### src/rtl/pending_defs.svh
// Register offsets, field positions and reset values of the pending interrupt status block
// Summary of operation
// - The 32-bit pending status word is decoded at configuration offset 0x450.
// - Bit 25 reads one while the second DMA controller interrupt is pending.
// - Bit 24 reads one while the first DMA controller interrupt is pending.
// - Bits 23..20 report location monitors 3..0 pending.
// - Bits 19..16 report mailboxes 3..0 pending.
// - Bit 13 reads one while a host bus error interrupt is pending.
// - Bit 12 reads one while a backplane error interrupt is pending.
// - Bit 11 reads one while a backplane request edge interrupt is pending.
// - Bit 10 reads one while an acknowledge cycle interrupt is pending.
// - Bit 9 reads one while a system failure interrupt is pending.
// - Bit 8 reads one while a mains failure interrupt is pending.
// - Bits 7..1 report backplane request levels 7..1, bit number equals level.
// - Power-up, software or local reset forces every flag to zero.
// - Flags are read-only; writes to the status word change nothing.
// - Writing one to a bit at offset 0x454 clears that flag unless its event sets it in the same cycle; reads zero.
// - A pending source drives its mapped pin only while its enable-out bit is set.
`ifndef PENDING_DEFS_SVH
`define PENDING_DEFS_SVH

// ==========================================================
// Register offsets
`define OFF_ENABLE_OUT 12'h44c
`define OFF_PENDING 12'h450
`define OFF_CLEAR 12'h454
`define OFF_MAP_LOW 12'h458
`define OFF_MAP_HIGH 12'h45c

// ==========================================================
// Field layout and reset values
`define PENDING_RESET 32'h00000000
`define PENDING_VALID_MASK 32'h03ff3ffe
`define MAP_FIELD_W 2
`define MAP_LOW_FIRST 16
`define MAP_HIGH_FIRST 1
`define BIT_DMA_SECOND 25
`define BIT_DMA_FIRST 24
`define BIT_HOST_ERR 13
`define BIT_BP_ERR 12
`define BIT_BP_EDGE 11
`define BIT_ACK_CYCLE 10
`define BIT_SYS_FAIL 9
`define BIT_MAINS_FAIL 8

`endif

### src/rtl/pending_pkg.sv
// Types shared by the pending interrupt status block
package pending_pkg;

	// ==========================================================
	// Source event vector, laid out like the status word
	typedef struct packed {
		logic [5:0] reserved_hi;
		logic dma_second_pending;
		logic dma_first_pending;
		logic locmon_3_pending;
		logic locmon_2_pending;
		logic locmon_1_pending;
		logic locmon_0_pending;
		logic mailbox_3_pending;
		logic mailbox_2_pending;
		logic mailbox_1_pending;
		logic mailbox_0_pending;
		logic [1:0] reserved_mid;
		logic host_bus_error_pending;
		logic backplane_error_pending;
		logic backplane_req_edge_pending;
		logic acknowledge_cycle_pending;
		logic system_failure_pending;
		logic mains_failure_pending;
		logic [7:1] level_request_pending;
		logic reserved_lo;
	} src_event_type;

	// ==========================================================
	// Register port request
	typedef struct packed {
		logic [11:0] addr;
		logic [31:0] wdata;
		logic wr;
		logic rd;
	} reg_req_type;

endpackage

### src/rtl/pending_status_top.sv
// Pending interrupt status, clear, enable-out and pin routing logic
`timescale 1ns/1ps
`include "pending_defs.svh"
module pending_status_top #(
	parameter int NUM_PINS = 4
) (
	input wire logic clock,
	input wire logic resetn,
	input wire logic sw_reset,
	input wire logic local_reset,
	input wire pending_pkg::src_event_type events,
	input wire pending_pkg::reg_req_type req,
	output logic [31:0] rdata,
	output logic irq,
	output logic [NUM_PINS-1:0] int_pin_out,
	output logic [NUM_PINS-1:0] int_pin_oe
);
	import pending_pkg::*;

	localparam int MAP_W = `MAP_FIELD_W;
	localparam logic [31:0] VALID = `PENDING_VALID_MASK;

	// ==========================================================
	// Elaboration check: a map field must be able to name every pin
	if (NUM_PINS < 1 || NUM_PINS > (1 << MAP_W)) begin : g_bad_pins
		$error("NUM_PINS must lie between 1 and 4");
	end

	// ==========================================================
	// Event vector from the sources
	logic [31:0] ev_word;
	assign ev_word[31:26] = 6'h00;
	assign ev_word[`BIT_DMA_SECOND] = events.dma_second_pending;
	assign ev_word[`BIT_DMA_FIRST] = events.dma_first_pending;
	assign ev_word[23:20] = {events.locmon_3_pending, events.locmon_2_pending,
		events.locmon_1_pending, events.locmon_0_pending};
	assign ev_word[19:16] = {events.mailbox_3_pending, events.mailbox_2_pending,
		events.mailbox_1_pending, events.mailbox_0_pending};
	assign ev_word[15:14] = 2'h0;
	assign ev_word[`BIT_HOST_ERR] = events.host_bus_error_pending;
	assign ev_word[`BIT_BP_ERR] = events.backplane_error_pending;
	assign ev_word[`BIT_BP_EDGE] = events.backplane_req_edge_pending;
	assign ev_word[`BIT_ACK_CYCLE] = events.acknowledge_cycle_pending;
	assign ev_word[`BIT_SYS_FAIL] = events.system_failure_pending;
	assign ev_word[`BIT_MAINS_FAIL] = events.mains_failure_pending;
	assign ev_word[7:1] = events.level_request_pending;
	assign ev_word[0] = 1'b0;

	// ==========================================================
	// Address decode
	logic hit_enable;
	logic hit_pending;
	logic hit_clear;
	logic hit_map_low;
	logic hit_map_high;
	logic flag_zero;
	logic [31:0] clear_bits;
	assign hit_enable = (req.addr == `OFF_ENABLE_OUT);
	assign hit_pending = (req.addr == `OFF_PENDING);
	assign hit_clear = (req.addr == `OFF_CLEAR);
	assign hit_map_low = (req.addr == `OFF_MAP_LOW);
	assign hit_map_high = (req.addr == `OFF_MAP_HIGH);
	// Software and local reset are same-clock pulses; they share the flag wipe
	assign flag_zero = ~resetn | sw_reset | local_reset;
	assign clear_bits = (req.wr & hit_clear) ? (req.wdata & VALID) : `PENDING_RESET;

	// ==========================================================
	// Pending flags
	logic [31:0] status_word;
	sticky_flags #(
		.WIDTH(32)
	) u_flags (
		.clock(clock),
		.zero(flag_zero),
		.set(ev_word),
		.clear(clear_bits),
		.flags(status_word)
	);

	// ==========================================================
	// Enable-out register, doubles as the interrupt mask
	logic [31:0] enable_r;
	always_ff @(posedge clock) begin
		if (flag_zero) begin
			enable_r <= `PENDING_RESET;
		end else if (req.wr & hit_enable) begin
			enable_r <= req.wdata & VALID;
		end
	end

	// ==========================================================
	// Pin map fields, one per valid source
	logic [31:0][MAP_W-1:0] map_vec;
	logic [31:0] map_low_word;
	logic [31:0] map_high_word;
	assign map_low_word[31:20] = 12'h000;
	assign map_high_word[31:26] = 6'h00;
	for (genvar i = 0; i < 32; i++) begin : g_map
		if (VALID[i]) begin : g_used
			localparam bit LOW = (i >= `MAP_LOW_FIRST);
			localparam int POS = LOW ? MAP_W * (i - `MAP_LOW_FIRST) : MAP_W * (i - `MAP_HIGH_FIRST);
			logic [MAP_W-1:0] map_r;
			logic map_wr;
			assign map_wr = req.wr & (LOW ? hit_map_low : hit_map_high);
			always_ff @(posedge clock) begin
				if (flag_zero) begin
					map_r <= '0;
				end else if (map_wr) begin
					map_r <= req.wdata[POS +: MAP_W];
				end
			end
			assign map_vec[i] = map_r;
			if (LOW) begin : g_low
				assign map_low_word[POS +: MAP_W] = map_r;
			end else begin : g_high
				assign map_high_word[POS +: MAP_W] = map_r;
			end
		end else begin : g_unused
			assign map_vec[i] = '0;
		end
	end

	// ==========================================================
	// Read path; clear and unmapped offsets read zero
	logic [31:0] rd_sel;
	logic [31:0] rdata_r;
	assign rd_sel = hit_pending ? status_word :
		hit_enable ? enable_r :
		hit_map_low ? map_low_word :
		hit_map_high ? map_high_word :
		`PENDING_RESET;
	always_ff @(posedge clock) begin
		if (!resetn) begin
			rdata_r <= `PENDING_RESET;
		end else begin
			rdata_r <= req.rd ? rd_sel : `PENDING_RESET;
		end
	end
	assign rdata = rdata_r;

	// ==========================================================
	// Pin routing: open-drain, so the pin level is always low when enabled
	logic [NUM_PINS-1:0] pin_oe_nxt;
	logic [NUM_PINS-1:0] pin_oe_r;
	logic [31:0] armed;
	logic irq_r;
	assign armed = status_word & enable_r;
	for (genvar p = 0; p < NUM_PINS; p++) begin : g_pin
		logic [31:0] route;
		for (genvar i = 0; i < 32; i++) begin : g_src
			assign route[i] = armed[i] & (map_vec[i] == MAP_W'(p));
		end
		assign pin_oe_nxt[p] = |route;
	end
	always_ff @(posedge clock) begin
		if (!resetn) begin
			pin_oe_r <= '0;
			irq_r <= 1'b0;
		end else begin
			pin_oe_r <= pin_oe_nxt;
			irq_r <= |armed;
		end
	end
	assign int_pin_oe = pin_oe_r;
	assign int_pin_out = '0;
	assign irq = irq_r;

endmodule // pending_status_top

### src/rtl/sticky_flags.sv
// Bank of sticky event flags with write-one clear and set priority
`timescale 1ns/1ps
module sticky_flags #(
	parameter int WIDTH = 32
) (
	input wire logic clock,
	input wire logic zero,
	input wire logic [WIDTH-1:0] set,
	input wire logic [WIDTH-1:0] clear,
	output logic [WIDTH-1:0] flags
);

	// ==========================================================
	// Per-bit flag; a set in the clearing cycle survives
	for (genvar i = 0; i < WIDTH; i++) begin : g_flag
		logic flag_r;
		logic flag_nxt;
		assign flag_nxt = set[i] | (flag_r & ~clear[i]);
		always_ff @(posedge clock) begin
			if (zero) begin
				flag_r <= 1'b0;
			end else begin
				flag_r <= flag_nxt;
			end
		end
		assign flags[i] = flag_r;
	end

endmodule // sticky_flags

### config.mk
export PLATFORM = sky130hd
export DESIGN_NAME = pending_status_top
export DESIGN_NICKNAME = d
export VERILOG_FILES = /design/src/rtl/pending_pkg.sv /design/src/rtl/pending_status_top.sv /design/src/rtl/sticky_flags.sv
export VERILOG_INCLUDE_DIRS = /design/src /design/src/rtl
export SDC_FILE = /design/constraint.sdc
export NUM_CORES = 1
export LEC_CHECK = 0
export ABC_AREA = 1
export BUFFER_PORTS_ARGS = -buffer_cell sky130_fd_sc_hd__buf_2
export CAP_MARGIN = 30
export CORE_UTILIZATION = 50
export DETAILED_ROUTE_END_ITERATION = 10
export PLACE_DENSITY_LB_ADDON = 0.12
export SYNTH_ARGS = -nofsm -noshare
export SYNTH_HDL_FRONTEND = slang
export SYNTH_SLANG_ARGS = --single-unit
### constraint.sdc
create_clock -name clock -period 2.2 [get_ports clock]
set_input_delay 0.44 -clock clock [delete_from_list [all_inputs] [get_ports clock]]
set_output_delay 0.44 -clock clock [all_outputs]
set_load 0.1 [all_outputs]
==> impl_metrics.tcl <==
set metrics [dict create \
    run_status "completed" \
    synth_mux_area_share_pct 0 \
    antenna_cells 0 \
    setup_viol 0 \
    rsz0062_at_grt "no" \
    cts_buffers 17 \
    synth_cells 1012 \
    path_clk_slew_ps 50 \
    p_sw_mw 1.20 \
    port_buffers 97 \
    yosys.area_share.simple_pct 43.1 \
    drt-total-wl_um 19700 \
    syn-cell-area_um2 6320 \
    synth_top_family_by_area "simple AND/OR/NAND/NOR gates" \
    synth.area.top_cells "dfxtp_1, nand2_1, nor2_1" \
    dieArea_um2 13100 \
    grt_use_total_pct 32.1 \
    leakage_nw 3.56 \
    synth_compound_gate_area_share_pct 8.78 \
    cts_max_level 4 \
    post_route_cells_drive_above_1_share_pct 15.1 \
    p_int_mw 4.21 \
    yosysSeqAreaShare_pct 38.9 \
    worst-path-max-fanout 1 \
    fp.dieH_um 114 \
    finClkSkew_ps 7.01 \
    powerDensity_nw_per_um2 712 \
    fillCellCount 1218 \
    fin_crit_sh_pct 72.5 \
    power_frac_seq_pct 41.7 \
    synthAdderAreaFrac_pct 0 \
    swShare_pct 22.1 \
    hold_violations 0 \
    p_comb_share_pct 5.5 \
    firstDrtPassIters 5 \
    antenna_found_initial 0 \
    cts.hold.buffers_added 0 \
    hp-class "primary input to flop" \
    ys_ff_latch 123 \
    layout.cells.non_filler 1289 \
    nets 1191 \
    postCtsSetupRepairBufs 0 \
    multiInputGateArea_um2 3330 \
    netlist-cell-type-count 26 \
    clock-sinks 123 \
    grt_pass1_vias 6059 \
    fp.coreArea_um2 12200 \
    final-seq-area_um2 2460 \
    cts_tree "built" \
    cp_top_family "buffers and inverters" \
    final.setup.worst_slack_ps 605 \
    routedWlPerCell_um 15.3 \
    crit_required_ps 1760 \
    place_congestion 0.973 \
    cts_root_buffer "clkbuf_16" \
    slew_viol_final 0 \
    grt_max_degree 47 \
    crit_buf_inv 1 \
    netlist.area_leader.share_pct 38.9 \
    dp_hpwl_um 14700 \
    max_stage_delay_ps 420 \
    pre_cts_slack_ps 266 \
    antenna_left 0 \
    ioPinCount 123 \
    viasPerCell 5.18 \
    pwr-share-clk_pct 52.9 \
    tns_ps 0 \
    start_kind "flop" \
    end_kind "output pin" \
    cp_cell_sequence "buf_2" \
    initial_core_util_pct 52.0 \
    initialDrtViolationCount 594 \
    synth_xor_area_share_pct 0 \
    cap_violations 0 \
    worstSetupPathType "flop to output pin" \
    worst_ir_drop_vdd_v 0.000487 \
    grt_remaining_overflow 0 \
    yosysWarnings 0 \
    cts_resized 0 \
    vias 6682 \
    synth_largest_area_cell "dfxtp_1" \
    max_freq_mhz 627 \
    die_x_um 114 \
    slowest_stage "buf_2" \
    clock_latency_ps 420 \
    drc 0 \
    area_growth_pct 20.2 \
    grt_pass1_wl_um 31300 \
    place_inst 1258 \
    std_cell_rows 40 \
    synth.avg_cell_area_um2 6.25 \
    worstPathArrival_ps 1160 \
    finalCriticalPeriod_ps 1600 \
    clock_path_buffers 2 \
]
==> cells by family (layout without fill, tap and decap cells) <==
group / count (synthesis) / after routing
and+or+nand+nor: 646 / 646
buffers and inverters: 131 / 231
DFF: 123 / 123
AOI/OAI and AO/OA: 111 / 111
other: 1 / 10
==> tightest hold or removal path: cells and delay by family <==
family / cells / cell delay (ps)
buffers and inverters: 1 / 70
and+or+nand+nor: 1 / 60
AOI/OAI and AO/OA: 1 / 30
==> flip-flops by register name (all words and copies together) (netlist names) <==
signal	count
enable_r	23
irq	1
rdata	26
int_pin_oe	4
g_map.g_used.map_r	46
u_flags.g_flag.flag_r	23
==> metrics by stage <==
stage / util (%) / instance area, um^2 / power, mW / hold WS (ps)
6_report: 62.5 / 7600 / 5.41 / 217
5_1_grt: 62.5 / 7600 / 5.56 / 217
4_1_cts: 62.5 / 7600 / 5.42 / 214
3_5_place_dp: 57.5 / 7000 / 2.59 / 464
3_3_place_gp: 57.5 / 7000 / 2.59 / 457
2_1_floorplan: - / 6360 / 2.48 / 443
==> Yosys cell counts (all sizes together) <==
library cell,count
buf,36
conb,1
clkinv,1
nand2,261
a21oi,54
nand3,71
dfxtp,123
clkbuf,16
inv,78
nor3,18
nor2,259
o21ai,57
nand4,36
nand3b,1
==> per-layer routing <==
layer / up-vias / global-route usage (%) / wire length (um)
met2: 258 / 50.2 / 8810
met3: 42 / 7.78 / 1360
li1: 3398 / - / -
met5: - / 0 / 0
met4: 0 / 12.3 / 543
met1: 2984 / 42.6 / 9000
==> final timing paths <==
check	end	from	cells after the start	slack, ps
setup / recovery	rdata[19]	rdata[19]$_SDFF_PN0_	1	600
hold / removal	u_flags.g_flag[22].flag_r$_SDFF_PP0_	events[22]	3	220
setup reg to reg	int_pin_oe[2]$_SDFF_PN0_	u_flags.g_flag[10].flag_r$_SDFF_PP0_	6	880
hold reg to reg	rdata[11]$_SDFF_PN0_	u_flags.g_flag[11].flag_r$_SDFF_PP0_	2	480
==> power groups by stage <==
stage | clock [mW] | sequential [mW] | combinational [mW]
2_1_floorplan | 0 | 2.30 | 0.185
3_3_place_gp | 0 | 2.30 | 0.290
3_5_place_dp | 0 | 2.30 | 0.293
4_1_cts | 2.88 | 2.26 | 0.294
5_1_grt | 2.99 | 2.26 | 0.320
6_report | 2.86 | 2.26 | 0.295
==> layout make-up <==
| class | instances | area share (%) |
|---|---|---|
| timing repair buffer | 121 | 9.09 |
| clock inverter | 7 | 1.48 |
| clock buffer | 24 | 6.47 |
| tap | 168 | 2.77 |
| inverter | 79 | 3.92 |
| sequential | 123 | 32.4 |
| multi-input combinational | 767 | 43.9 |
==> cell usage in the layout, fill, tap and decap left out <==
master	instances
nand2_1	258
nor2_1	252
dfxtp_1	123
buf_2	97
inv_1	73
nand3_1	70
a21oi_1	54
o21ai_1	36
nand4_1	36
buf_4	22
o21ai_0	21
clkbuf_16	17
nor3_1	16
conb_1	10
inv_2	5
nor2_4	4
clkinv_2	4
clkbuf_8	4
clkbuf_1	3
bufinv_16	3
nand2_2	2
nor3_4	2
nor2_2	2
buf_12	2
nand3_4	1
nor2_8	1
nand2_4	1
nand3b_4	1
clkinvlp_4	1
(Power assumes the default switching activity.)
